## src/health_regs.svh

```systemverilog
`ifndef HEALTH_REGS_SVH
`define HEALTH_REGS_SVH
// ==========
// register offsets (byte addresses)
`define OFS_CTRL        12'h000
`define OFS_STATUS      12'h004
`define OFS_ERR_THRESH  12'h008
`define OFS_INTERVAL    12'h00C
`define OFS_PRED_THRESH 12'h010
`define OFS_TEMP_LIMIT  12'h014
`define OFS_TEMP_THREAT 12'h018
`define OFS_TEMP_NOW    12'h01C
`define OFS_DIAG_CMD    12'h020
`define OFS_LOG_INDEX   12'h028
`define OFS_LOG_DATA    12'h02C
`define OFS_LOG_LBA     12'h030
`define OFS_HISTORY     12'h034
// ==========
// control fields
`define CTRL_TEMP_WARN_EN   0
`define CTRL_METHOD_LSB     4
`define CTRL_METHOD_MSB     7
// diagnostic command fields (byte 1, bits 5..7)
`define DIAG_CODE_LSB       13
`define DIAG_CODE_MSB       15
// ==========
// reset values
`define RST_ERR_THRESH  16'h0010
`define RST_INTERVAL    16'h1000
`define RST_PRED_THRESH 8'h04
`define RST_TEMP_LIMIT  8'h3C
`define RST_TEMP_THREAT 8'h46
// ==========
// codes
`define WARN_CODE       16'h0801
`define NRDY_KEY        8'h02
`define NRDY_ASC        8'h04
`define NRDY_ASCQ_CAUSE 8'h00
`define NRDY_ASCQ_INIT  8'h03
`define RES_RUNNING     4'hF
`define RES_PASS        4'h0
`define RES_ABORT_APP   4'h1
`define RES_ABORT_RST   4'h2
`define LOG_DEPTH       20
// ==========
// timing
`define CLK_HZ          25000000
`define TEMP_PERIOD_S   600
`define SHORT_LIMIT_S   120
`endif

```

## src/health_pkg.sv

```systemverilog
package health_pkg;
   typedef enum logic [2:0] {
      FN_NONE     = 3'b000,
      FN_SHORT    = 3'b001,
      FN_EXTENDED = 3'b010,
      FN_ABORT    = 3'b100
   } test_fn_t;
   typedef enum logic [2:0] {
      ST_IDLE  = 3'b000,
      ST_ELEC  = 3'b001,
      ST_SERVO = 3'b011,
      ST_SCAN  = 3'b010,
      ST_DONE  = 3'b110
   } test_state_t;
endpackage

```

## src/attr_monitor.sv

```systemverilog
`timescale 1ns/1ps
`default_nettype none
`include "health_regs.svh"
// one monitored attribute: interval, failure and history counters
module attr_monitor
   import health_pkg::*;
(
   // clock and reset
   input  wire logic        sys_clk,
   input  wire logic        nrst,
   // events
   input  wire logic        op_evt,
   input  wire logic        err_evt,
   // limits
   input  wire logic [15:0] interval_len,
   input  wire logic [15:0] err_thresh,
   input  wire logic [7:0]  pred_thresh,
   // state
   output logic [7:0]       history,
   output logic             pred_fail
);
   logic [15:0] op_cnt_ff;
   logic [15:0] err_cnt_ff;
   logic [7:0]  hist_ff;
   logic        pred_ff;
   logic [15:0] nxt_err;
   logic        over;
   logic        ends;

   // error count including this cycle's event
   assign nxt_err = err_cnt_ff + {15'h0000, err_evt};
   assign over    = nxt_err > err_thresh;
   assign ends    = op_evt && (op_cnt_ff + 16'h0001 >= interval_len);

   // interval and failure counters
   always_ff @(posedge sys_clk or negedge nrst) begin
      if (!nrst) begin
         op_cnt_ff  <= 16'h0000;
         err_cnt_ff <= 16'h0000;
      end else if (over || ends) begin
         op_cnt_ff  <= 16'h0000;
         err_cnt_ff <= 16'h0000;
      end else begin
         op_cnt_ff  <= op_cnt_ff + {15'h0000, op_evt};
         err_cnt_ff <= nxt_err;
      end
   end

   // failure history counter
   always_ff @(posedge sys_clk or negedge nrst) begin
      if (!nrst) begin
         hist_ff <= 8'h00;
      end else if (over) begin
         if (hist_ff != 8'hFF) begin
            hist_ff <= hist_ff + 8'h01;
         end
      end else if (ends && hist_ff != 8'h00) begin
         hist_ff <= hist_ff - 8'h01;
      end
   end

   // predictive failure flag
   always_ff @(posedge sys_clk or negedge nrst) begin
      if (!nrst) begin
         pred_ff <= 1'b0;
      end else begin
         pred_ff <= (pred_thresh != 8'h00) && (hist_ff >= pred_thresh);
      end
   end

   assign history   = hist_ff;
   assign pred_fail = pred_ff;
endmodule
`default_nettype wire

```

## src/temp_monitor.sv

```systemverilog
`timescale 1ns/1ps
`default_nettype none
`include "health_regs.svh"
// periodic temperature sampler with warning and frame save
module temp_monitor
   import health_pkg::*;
#(
   parameter longint unsigned PERIOD_CYC = 64'(`TEMP_PERIOD_S) * `CLK_HZ
)
(
   // clock and reset
   input  wire logic       sys_clk,
   input  wire logic       nrst,
   // sensor and limits
   input  wire logic [7:0] temp_sync,
   input  wire logic [7:0] temp_limit,
   input  wire logic [7:0] temp_threat,
   input  wire logic       warn_en,
   // results
   output logic [7:0]      temp_now,
   output logic            warn_pulse,
   output logic            save_pulse
);
   logic [33:0] tick_ff;
   logic [2:0]  first_ff;
   logic [7:0]  temp_ff;
   logic        warn_ff;
   logic        save_ff;
   logic        sample;

   assign sample = first_ff[2] || (tick_ff == 34'(PERIOD_CYC - 1));

   // sample timer, first sample once the pin synchroniser holds the pin
   always_ff @(posedge sys_clk or negedge nrst) begin
      if (!nrst) begin
         tick_ff  <= 34'h0_0000_0000;
         first_ff <= 3'b001;
      end else begin
         first_ff <= {first_ff[1:0], 1'b0};
         tick_ff  <= sample ? 34'h0_0000_0000 : tick_ff + 34'h0_0000_0001;
      end
   end

   // sample and compare
   always_ff @(posedge sys_clk or negedge nrst) begin
      if (!nrst) begin
         temp_ff <= 8'h00;
         warn_ff <= 1'b0;
         save_ff <= 1'b0;
      end else begin
         warn_ff <= sample && warn_en && (temp_sync > temp_limit);
         save_ff <= sample && (temp_sync > temp_threat);
         if (sample) begin
            temp_ff <= temp_sync;
         end
      end
   end

   assign temp_now   = temp_ff;
   assign warn_pulse = warn_ff;
   assign save_pulse = save_ff;
endmodule
`default_nettype wire

```

## src/drive_health_monitor.sv

```systemverilog
`timescale 1ns/1ps
`default_nettype none
`include "health_regs.svh"
// Operation
// - count operations per attribute interval
// - count errors per attribute interval
// - errors over threshold mean unacceptable rate
// - judged interval clears both counters
// - history up on bad, down on good
// - history at threshold flags predictive failure
// - sample temperature at power-up, every ten minutes
// - over-limit sample reports warning 01-0801
// - warning needs enable, follows reporting method
// - threatening temperature saves monitoring frame
// - only unrecovered errors fail a self-test
// - recovered data never reports failure
// - not ready answers 02/04/00 or 02/04/03
// - function code byte 1 bits 5-7
// - tests run electrical, servo, scan segments
// - short test ends within 120 seconds
// - new entry at log front, 20 kept
// - entry gets code, result Fh, saved
// - result updated on completion or abort
// - failure records lba, sense, unit code
// - app abort gives 01, reset abort 02
module drive_health_monitor
   import health_pkg::*;
#(
   parameter int unsigned     SHORT_CYC  = unsigned'(`SHORT_LIMIT_S) * `CLK_HZ,
   parameter longint unsigned PERIOD_CYC = 64'(`TEMP_PERIOD_S) * `CLK_HZ
)
(
   // clock and reset
   input  wire logic        sys_clk,
   input  wire logic        nrst,
   // apb slave
   input  wire logic        psel,
   input  wire logic        penable,
   input  wire logic        pwrite,
   input  wire logic [11:0] paddr,
   input  wire logic [31:0] pwdata,
   output logic [31:0]      prdata,
   output logic             pready,
   output logic             pslverr,
   // attribute events (same clock)
   input  wire logic [3:0]  op_evt,
   input  wire logic [3:0]  err_evt,
   // pins from drive mechanics
   input  wire logic [7:0]  temp_pin,
   input  wire logic        not_ready_pin,
   input  wire logic        cfg_unread_pin,
   input  wire logic        bus_reset_pin,
   // outcome of each test segment (same clock)
   // test_fault is an error left after all retries
   // test_fault_lba, sense, asc, ascq, unit qualify it
   input  wire logic        seg_done,
   input  wire logic        test_fault,
   input  wire logic [31:0] test_fault_lba,
   input  wire logic [7:0]  test_sense,
   input  wire logic [7:0]  test_asc,
   input  wire logic [7:0]  test_ascq,
   input  wire logic [7:0]  test_unit,
   // reports to host side
   output logic [3:0]       pred_fail,
   output logic             temp_warn,
   output logic [15:0]      warn_code,
   output logic [3:0]       warn_method,
   output logic             frame_save,
   output logic             log_store,
   output logic [2:0]       test_seg,
   output logic [7:0]       ready_key,
   output logic [7:0]       ready_asc,
   output logic [7:0]       ready_ascq
);
   // ==========
   // pin synchronisers
   logic [7:0] temp_s1_ff, temp_s2_ff;
   logic [2:0] pin_s1_ff,  pin_s2_ff;
   always_ff @(posedge sys_clk or negedge nrst) begin
      if (!nrst) begin
         temp_s1_ff <= 8'h00;
         temp_s2_ff <= 8'h00;
         pin_s1_ff  <= 3'b000;
         pin_s2_ff  <= 3'b000;
      end else begin
         temp_s1_ff <= temp_pin;
         temp_s2_ff <= temp_s1_ff;
         pin_s1_ff  <= {bus_reset_pin, cfg_unread_pin, not_ready_pin};
         pin_s2_ff  <= pin_s1_ff;
      end
   end
   logic nrdy, cfgbad, busrst, busrst_d_ff;
   assign nrdy   = pin_s2_ff[0];
   assign cfgbad = pin_s2_ff[1];
   assign busrst = pin_s2_ff[2];

   // ==========
   // configuration registers
   logic        wr_en, rd_en;
   logic        warn_en_ff;
   logic [3:0]  method_ff;
   logic [15:0] err_thresh_ff, interval_ff;
   logic [7:0]  pred_thresh_ff, temp_limit_ff, temp_threat_ff;
   logic [4:0]  log_idx_ff;
   logic        diag_wr, dev_reset_wr;
   assign wr_en = psel && penable && pwrite;
   assign rd_en = psel && penable && !pwrite;
   assign diag_wr      = wr_en && (paddr == `OFS_DIAG_CMD);
   assign dev_reset_wr = wr_en && (paddr == `OFS_CTRL) && pwdata[31];

   // software writes
   always_ff @(posedge sys_clk or negedge nrst) begin
      if (!nrst) begin
         warn_en_ff     <= 1'b0;
         method_ff      <= 4'h0;
         err_thresh_ff  <= `RST_ERR_THRESH;
         interval_ff    <= `RST_INTERVAL;
         pred_thresh_ff <= `RST_PRED_THRESH;
         temp_limit_ff  <= `RST_TEMP_LIMIT;
         temp_threat_ff <= `RST_TEMP_THREAT;
         log_idx_ff     <= 5'h00;
      end else if (wr_en) begin
         case (paddr)
            `OFS_CTRL: begin
               warn_en_ff <= pwdata[`CTRL_TEMP_WARN_EN];
               method_ff  <= pwdata[`CTRL_METHOD_MSB:`CTRL_METHOD_LSB];
            end
            `OFS_ERR_THRESH:  err_thresh_ff  <= pwdata[15:0];
            `OFS_INTERVAL:    interval_ff    <= pwdata[15:0];
            `OFS_PRED_THRESH: pred_thresh_ff <= pwdata[7:0];
            `OFS_TEMP_LIMIT:  temp_limit_ff  <= pwdata[7:0];
            `OFS_TEMP_THREAT: temp_threat_ff <= pwdata[7:0];
            `OFS_LOG_INDEX:   log_idx_ff     <= pwdata[4:0];
            default: ;
         endcase
      end
   end

   // ==========
   // attribute monitors
   logic [3:0] pred_w;
   logic [7:0] hist_w [4];
   genvar g;
   generate
      for (g = 0; g < 4; g++) begin : g_attr
         attr_monitor u_attr (
            .sys_clk      (sys_clk),
            .nrst         (nrst),
            .op_evt       (op_evt[g]),
            .err_evt      (err_evt[g]),
            .interval_len (interval_ff),
            .err_thresh   (err_thresh_ff),
            .pred_thresh  (pred_thresh_ff),
            .history      (hist_w[g]),
            .pred_fail    (pred_w[g])
         );
      end
   endgenerate

   // ==========
   // temperature monitor
   logic [7:0] temp_now_w;
   logic       warn_w, save_w;
   temp_monitor #(.PERIOD_CYC(PERIOD_CYC)) u_temp (
      .sys_clk     (sys_clk),
      .nrst        (nrst),
      .temp_sync   (temp_s2_ff),
      .temp_limit  (temp_limit_ff),
      .temp_threat (temp_threat_ff),
      .warn_en     (warn_en_ff),
      .temp_now    (temp_now_w),
      .warn_pulse  (warn_w),
      .save_pulse  (save_w)
   );

   // ==========
   // self-test sequencer
   test_state_t state_ff;
   test_fn_t    fn_ff;
   logic [31:0] elapse_ff;
   logic [3:0]  final_res;
   logic        start, app_abort, rst_abort, running, timeout;
   assign running   = (state_ff != ST_IDLE) && (state_ff != ST_DONE);
   // start only accepted when the drive is ready
   assign start     = diag_wr && !running && !nrdy && !cfgbad
                      && (pwdata[`DIAG_CODE_MSB:`DIAG_CODE_LSB] == FN_SHORT
                       || pwdata[`DIAG_CODE_MSB:`DIAG_CODE_LSB] == FN_EXTENDED);
   assign app_abort = diag_wr && running && (pwdata[`DIAG_CODE_MSB:`DIAG_CODE_LSB] == FN_ABORT);
   assign rst_abort = running && ((busrst && !busrst_d_ff) || dev_reset_wr);
   assign timeout   = running && (fn_ff == FN_SHORT) && (elapse_ff >= SHORT_CYC - 1);

   // segment walk
   always_ff @(posedge sys_clk or negedge nrst) begin
      if (!nrst) begin
         state_ff    <= ST_IDLE;
         fn_ff       <= FN_NONE;
         elapse_ff   <= 32'h0000_0000;
         busrst_d_ff <= 1'b0;
      end else begin
         busrst_d_ff <= busrst;
         elapse_ff   <= running ? elapse_ff + 32'h0000_0001 : 32'h0000_0000;
         if (start) begin
            state_ff  <= ST_ELEC;
            fn_ff     <= test_fn_t'(pwdata[`DIAG_CODE_MSB:`DIAG_CODE_LSB]);
         end else if (app_abort || rst_abort || timeout) begin
            state_ff <= ST_DONE;
         end else begin
            case (state_ff)
               ST_ELEC:  if (seg_done) state_ff <= test_fault ? ST_DONE : ST_SERVO;
               ST_SERVO: if (seg_done) state_ff <= test_fault ? ST_DONE : ST_SCAN;
               ST_SCAN:  if (seg_done) state_ff <= ST_DONE;
               ST_DONE:  state_ff <= ST_IDLE;
               ST_IDLE:  state_ff <= ST_IDLE;
               default:  state_ff <= ST_IDLE;
            endcase
         end
      end
   end

   // result code for the finishing test
   always_comb begin
      if (app_abort) begin
         final_res = `RES_ABORT_APP;
      end else if (rst_abort) begin
         final_res = `RES_ABORT_RST;
      end else if (running && seg_done && test_fault) begin
         final_res = {1'b0, state_ff};   // recovered errors never reach test_fault
      end else begin
         final_res = `RES_PASS;
      end
   end

   // ==========
   // results log, newest at index 0
   logic [3:0]  log_res_ff  [`LOG_DEPTH];
   logic [2:0]  log_fn_ff   [`LOG_DEPTH];
   logic [31:0] log_lba_ff  [`LOG_DEPTH];
   logic [31:0] log_sns_ff  [`LOG_DEPTH];
   logic        store_ff;
   logic        finish;
   assign finish = running && (app_abort || rst_abort || timeout
                   || (seg_done && (test_fault || state_ff == ST_SCAN)));
   generate
      for (g = 0; g < `LOG_DEPTH; g++) begin : g_log
         always_ff @(posedge sys_clk or negedge nrst) begin
            if (!nrst) begin
               log_res_ff[g] <= 4'h0;
               log_fn_ff[g]  <= 3'b000;
               log_lba_ff[g] <= 32'h0000_0000;
               log_sns_ff[g] <= 32'h0000_0000;
            end else if (start) begin
               // shift down, oldest drops off the end
               log_res_ff[g] <= (g == 0) ? `RES_RUNNING : log_res_ff[(g == 0) ? 0 : g - 1];
               log_fn_ff[g]  <= (g == 0) ? pwdata[`DIAG_CODE_MSB:`DIAG_CODE_LSB]
                                         : log_fn_ff[(g == 0) ? 0 : g - 1];
               log_lba_ff[g] <= (g == 0) ? 32'h0000_0000 : log_lba_ff[(g == 0) ? 0 : g - 1];
               log_sns_ff[g] <= (g == 0) ? 32'h0000_0000 : log_sns_ff[(g == 0) ? 0 : g - 1];
            end else if (finish && g == 0) begin
               log_res_ff[g] <= final_res;
               if (seg_done && test_fault) begin
                  log_lba_ff[g] <= test_fault_lba;
                  log_sns_ff[g] <= {test_sense, test_asc, test_ascq, test_unit};
               end
            end
         end
      end
   endgenerate

   // non-volatile store request on create and on update
   always_ff @(posedge sys_clk or negedge nrst) begin
      if (!nrst) begin
         store_ff <= 1'b0;
      end else begin
         store_ff <= start || finish;
      end
   end

   // ==========
   // reports and ready answer
   always_ff @(posedge sys_clk or negedge nrst) begin
      if (!nrst) begin
         pred_fail   <= 4'h0;
         temp_warn   <= 1'b0;
         warn_code   <= 16'h0000;
         warn_method <= 4'h0;
         frame_save  <= 1'b0;
         ready_key   <= 8'h00;
         ready_asc   <= 8'h00;
         ready_ascq  <= 8'h00;
      end else begin
         pred_fail   <= pred_w;
         temp_warn   <= warn_w;
         frame_save  <= save_w;
         warn_method <= method_ff;
         if (warn_w) begin
            warn_code <= `WARN_CODE;
         end
         if (nrdy || cfgbad) begin
            ready_key  <= `NRDY_KEY;
            ready_asc  <= `NRDY_ASC;
            ready_ascq <= cfgbad ? `NRDY_ASCQ_INIT : `NRDY_ASCQ_CAUSE;
         end else begin
            ready_key  <= 8'h00;
            ready_asc  <= 8'h00;
            ready_ascq <= 8'h00;
         end
      end
   end
   assign log_store = store_ff;
   assign test_seg  = state_ff;

   // ==========
   // apb read, zero wait states
   logic [31:0] rdata;
   logic [4:0]  li;
   assign li = (log_idx_ff < 5'd20) ? log_idx_ff : 5'd0;
   always_comb begin
      case (paddr)
         `OFS_CTRL:        rdata = {24'h0000_00, method_ff, 3'b000, warn_en_ff};
         `OFS_STATUS:      rdata = {20'h0_0000, pred_w, 1'b0, state_ff, running, nrdy || cfgbad, 2'b00};
         `OFS_ERR_THRESH:  rdata = {16'h0000, err_thresh_ff};
         `OFS_INTERVAL:    rdata = {16'h0000, interval_ff};
         `OFS_PRED_THRESH: rdata = {24'h0000_00, pred_thresh_ff};
         `OFS_TEMP_LIMIT:  rdata = {24'h0000_00, temp_limit_ff};
         `OFS_TEMP_THREAT: rdata = {24'h0000_00, temp_threat_ff};
         `OFS_TEMP_NOW:    rdata = {24'h0000_00, temp_now_w};
         `OFS_DIAG_CMD:    rdata = {16'h0000, fn_ff, 13'h0000};
         `OFS_LOG_INDEX:   rdata = {27'h000_0000, log_idx_ff};
         `OFS_LOG_DATA:    rdata = {log_sns_ff[li][31:8], 1'b0, log_fn_ff[li], log_res_ff[li]};
         `OFS_LOG_LBA:     rdata = log_lba_ff[li];
         `OFS_HISTORY:     rdata = {hist_w[3], hist_w[2], hist_w[1], hist_w[0]};
         default:          rdata = 32'h0000_0000;
      endcase
   end

   // registered answer
   always_ff @(posedge sys_clk or negedge nrst) begin
      if (!nrst) begin
         prdata  <= 32'h0000_0000;
         pready  <= 1'b0;
         pslverr <= 1'b0;
      end else begin
         pready  <= psel && !penable;
         pslverr <= psel && !penable && (paddr > `OFS_HISTORY || paddr[1:0] != 2'b00);
         if (psel && !penable && !pwrite) begin
            prdata <= rdata;
         end
      end
   end
endmodule
`default_nettype wire

```

## config.mk

```make
export PLATFORM = sky130hd
export DESIGN_NAME = drive_health_monitor
export DESIGN_NICKNAME = d
export VERILOG_FILES = /design/src/health_pkg.sv /design/src/attr_monitor.sv /design/src/temp_monitor.sv /design/src/drive_health_monitor.sv
export VERILOG_INCLUDE_DIRS = /design/src
export SDC_FILE = /design/constraint.sdc
export NUM_CORES = 2
export LEC_CHECK = 0
export BUFFER_PORTS_ARGS = -buffer_cell sky130_fd_sc_hd__buf_2
export CORE_ASPECT_RATIO = 1.4
export CORE_UTILIZATION = 57
export CTS_BUF_LIST = sky130_fd_sc_hd__clkbuf_16
export DETAILED_ROUTE_END_ITERATION = 10
export PLACE_DENSITY = 0.77
export SYNTH_ARGS = -nofsm -noshare
export SYNTH_HDL_FRONTEND = slang
export SYNTH_HIERARCHICAL = 1
export SYNTH_SLANG_ARGS = --single-unit
```

## constraint.sdc

```tcl
create_clock -name sys_clk -period 4.2 [get_ports sys_clk]
set_input_delay 0.42 -clock sys_clk [delete_from_list [all_inputs] [get_ports sys_clk]]
set_output_delay 0.42 -clock sys_clk [all_outputs]
set_load 0.01 [all_outputs]
```

==> impl_metrics.py <==
metrics = {
    "yosys": {
        "ys.flop_type": "dfrtp_1",
        "synth_cell_type_count": 96,
        "yosys_warnings": 6,
        "synth_area_per_cell_um2": 8.54,
        "syn_inst": 9715,
        "ys_ff_latch": 1643,
        "synth_edf_count": 0,
        "async_reset_ff_frac": 1.00,
        "seq_area_frac_synth": 0.496,
        "netlist_area_um2": 82900,
    },
    "floorplan": {
        "dieArea_um2": 147000,
        "fp-row-count": 165,
        "die_x_um": 324,
        "die_h_um": 453,
        "start_util": 0.574,
        "io_pins": 222,
        "core-area_um2": 145000,
    },
    "finish": {
        "mostFrequentLayoutCells": "4161 x nand2_1, 1630 x dfrtp_1, 323 x nor2_1, 251 x inv_1, 248 x buf_4",
        "area_delta_synth_final_pct": 11.9,
        "nFillCells": 12033,
        "nNetsFinal": 10210,
        "final_common_cell": "nand2_1",
        "fin_area_um2": 92800,
        "drive_gt1_frac": 0.0988,
    },
    "drt": {
        "num_vias": 70582,
        "ant_nets": 0,
        "drt_iter0_drc": 6704,
        "drt_drc_violations_left": 0,
        "drt-wirelength-per-cell_um": 21.4,
        "dr.pass1.iters": 8,
        "vias_per_cell": 5.93,
        "wl_um": 255000,
    },
    "critical_path": {
        "worst-path-buf-inv": 2,
        "cpMaxStageDelayCell": "dfrtp_1",
        "critPathTopFamily": "simple AND/OR/NAND/NOR gates",
        "rr_startpoint": "g_attr[3].u_attr/err_cnt_ff[3]",
        "cp-end-kind": "flip-flop",
        "crit_path_start_kind": "flip-flop",
        "reg2reg_depth": 19,
        "crit_chain": "and4_1 > and2_4 > nand4_1 > buf_4 > nor2_1 > xor2_1 > ha_1 > nand4_4 > nor3_2 > o21ai_1 > a31oi_2 > inv_2 > fa_1 > a21o_1 > a21oi_2 > o21bai_1 > a21oi_1 > xnor2_1 > mux2_2",
        "crit_required_ns": 4.88,
        "path_class": "reg -> reg",
        "crit_fanout": 7,
        "r2r_slack_ns": 0.09,
        "crit_path_max_incr_delay_ns": 0.40,
        "r2r_end": "g_attr[3].u_attr/history[6]",
        "cp.arrival_ns": 4.79,
    },
    "timing": {
        "layout_min_cycle_time_ns": 4.11,
        "whs_ns": 0.0373,
        "hold_viol": 0,
        "setup_viol": 0,
        "rsz0062_at_grt": "true",
        "worst_pin_slew_ns": 1.12,
        "fmax_mhz": 243,
        "skew_ns": 0.0359,
        "slew_violations": 0,
        "relSlewSlack": 0.245,
        "tns_ns": 0,
        "period_share": 0.979,
    },
    "cts": {
        "cts_tree": "yes",
        "cts_htree_levels": 4,
        "cts_max_path_buffers": 3,
        "clkSinkCount": 1643,
        "numCtsBuffers": 160,
        "insertion_delay_ns": 0.81,
        "cts.clk_slew.worst_paths_ns": 0.06,
        "clock-root-buffer": "clkbuf_16",
    },
    "place": {
        "place.gp.congestion": 0.955,
        "dp_hpwl_um": 173000,
        "place_area_um2": 86400,
        "io_buffers": 164,
    },
    "power": {
        "finalPower_mw": 37.4,
        "peakVddDrop_uv": 425,
        "p_leak_nw": 47.6,
        "p_per_area_nw_per_um2": 403,
    },
    "grt": {
        "grt_overflow": 0,
        "grt_max_degree": 154,
        "grt_pass1_vias": 67810,
        "grt_pass1_wl_um": 394000,
        "grt_util_all_layers": 0.344,
        "antenna_found_initial": 8,
    },
    "worst_hold_path": {
        "hp-start": "err_evt[3]",
        "hold_class": "in -> reg",
        "hold_depth": 4,
        "min_to": "g_attr[3].u_attr/err_cnt_ff[0]",
    },
    "run_status": {
        "status": "finished clean",
    },
    "flow_run": {
        "maxCapViolCount": 0,
    },
}
## cell type report
class,instances,area (µm²),share of cell area
Antenna cell,4,10.0,0.000108
Clock buffer,162,4050,0.0437
Clock inverter,128,1010,0.0109
Inverter,231,872,0.00940
Multi-Input combinational cell,7260,38700,0.417
Sequential cell,1643,41100,0.443
Tap cell,1920,2400,0.0259
Timing Repair Buffer,554,4650,0.0501
## synth_stat cells (39+ instances only)
cell type / n / share of area
o221ai_1: 40 / 0.0042
buf_4: 85 / 0.0077
inv_1: 226 / 0.010
o22ai_1: 76 / 0.0057
a31oi_1: 102 / 0.0077
buf_1: 43 / 0.0019
o21ai_0: 217 / 0.013
a311oi_1: 39 / 0.0041
nand2_1: 4165 / 0.19
nand4_1: 80 / 0.0060
a21oi_1: 254 / 0.015
xor2_1: 133 / 0.014
nor2_1: 335 / 0.015
dfrtp_1: 1632 / 0.49
or3_1: 47 / 0.0035
xnor2_1: 113 / 0.012
a22oi_1: 40 / 0.0036
nor2b_1: 107 / 0.0081
ha_1: 222 / 0.033
clkbuf_1: 335 / 0.015
mux2i_1: 126 / 0.015
a221oi_1: 87 / 0.0092
a211oi_1: 147 / 0.013
buf_2: 146 / 0.0088
nand3_1: 168 / 0.010
and3_1: 125 / 0.0094
nor3_1: 47 / 0.0028
mux2_2: 140 / 0.019
## worst register-to-register path, stage by stage (launching register included)
cell and delay, ns:
dfrtp_1 0.40, and4_1 0.23, and2_4 0.17, nand4_1 0.14, buf_4 0.18, nor2_1 0.13, xor2_1 0.28, ha_1 0.25
nand4_4 0.13, nor3_2 0.23, o21ai_1 0.13, a31oi_2 0.19, inv_2 0.14, fa_1 0.40, a21o_1 0.18, a21oi_2 0.16
o21bai_1 0.09, a21oi_1 0.21, xnor2_1 0.09, mux2_2 0.26
## power by group
group | internal, mW | switching [mW]
Sequential | 16.4 | 1.17
Clock | 7.83 | 6.37
Combinational | 2.58 | 3.08
## logic make-up (layout without fill, tap and decap cells)
group / after synthesis / in the layout / synth area share
buffers and inverters: 845 / 1075 / 0.0448
flip-flops: 1643 / 1643 / 0.496
adder cells (fa/ha/maj): 226 / 226 / 0.0345
AO/OA/AOI/OAI: 1238 / 1238 / 0.102
other: 2 / 39 / 0.0000905
AND/OR/NAND/NOR: 5232 / 5232 / 0.258
XOR/XNOR: 246 / 246 / 0.0260
multiplexers: 283 / 283 / 0.0384
## worst max-delay path by stage
stage / start / end / slack [ns] / depth (start not counted)
final: g_attr[3].u_attr/err_cnt_ff[3] / g_attr[3].u_attr/history[6] / 0.09 / 19
after detailed placement: err_evt[2] / g_attr[2].u_attr/history[7] / -0.07 / 18
after global placement: err_evt[2] / g_attr[2].u_attr/history[7] / 0.02 / 18
after floorplan: err_evt[0] / g_attr[0].u_attr/history[6] / 0.09 / 19
after CTS: g_attr[0].u_attr/err_cnt_ff[3] / g_attr[0].u_attr/history[7] / 0.005 / 17
after global routing: g_attr[3].u_attr/err_cnt_ff[3] / g_attr[3].u_attr/history[6] / -0.14 / 19
## registers in the layout, summed over array words and instances (netlist names), 16 cells and up
| register | count |
|---|---|
| log_res_ff | 80 |
| g_attr.u_attr/err_cnt_ff | 64 |
| elapse_ff | 32 |
| prdata | 32 |
| g_attr.u_attr/op_cnt_ff | 64 |
| log_lba_ff | 640 |
| g_attr.u_attr/history | 32 |
| u_temp/tick_ff | 34 |
| err_thresh_ff | 16 |
| interval_ff | 16 |
| log_fn_ff | 60 |
| log_sns_ff | 480 |
## routing by layer
metal / wire length [µm] / global-route usage
met5: 74 / 0
met4: 18100 / 0.221
met3: 20000 / 0.0602
met2: 121000 / 0.564
met1: 96000 / 0.420
## timing repair
item                                   4_1_cts  5_1_grt
endpoints found under the hold margin      184        0
setup endpoints to repair                    4       16
pin swaps                                    0       51
resized for setup                            3       67
setup buffers                                0       21
hold buffers                                89        0
## metrics by stage
stage               worst slack, ns   util  instances
floorplan                    0.0872      -       9748
CTS                         0.00475  0.639      11877
global placement             0.0164  0.598      11498
global route                 -0.144  0.642      11899
finish                       0.0893  0.642      11902
detailed placement          -0.0657  0.598      11498
Note: power is estimated with default switching activity, not from simulation.
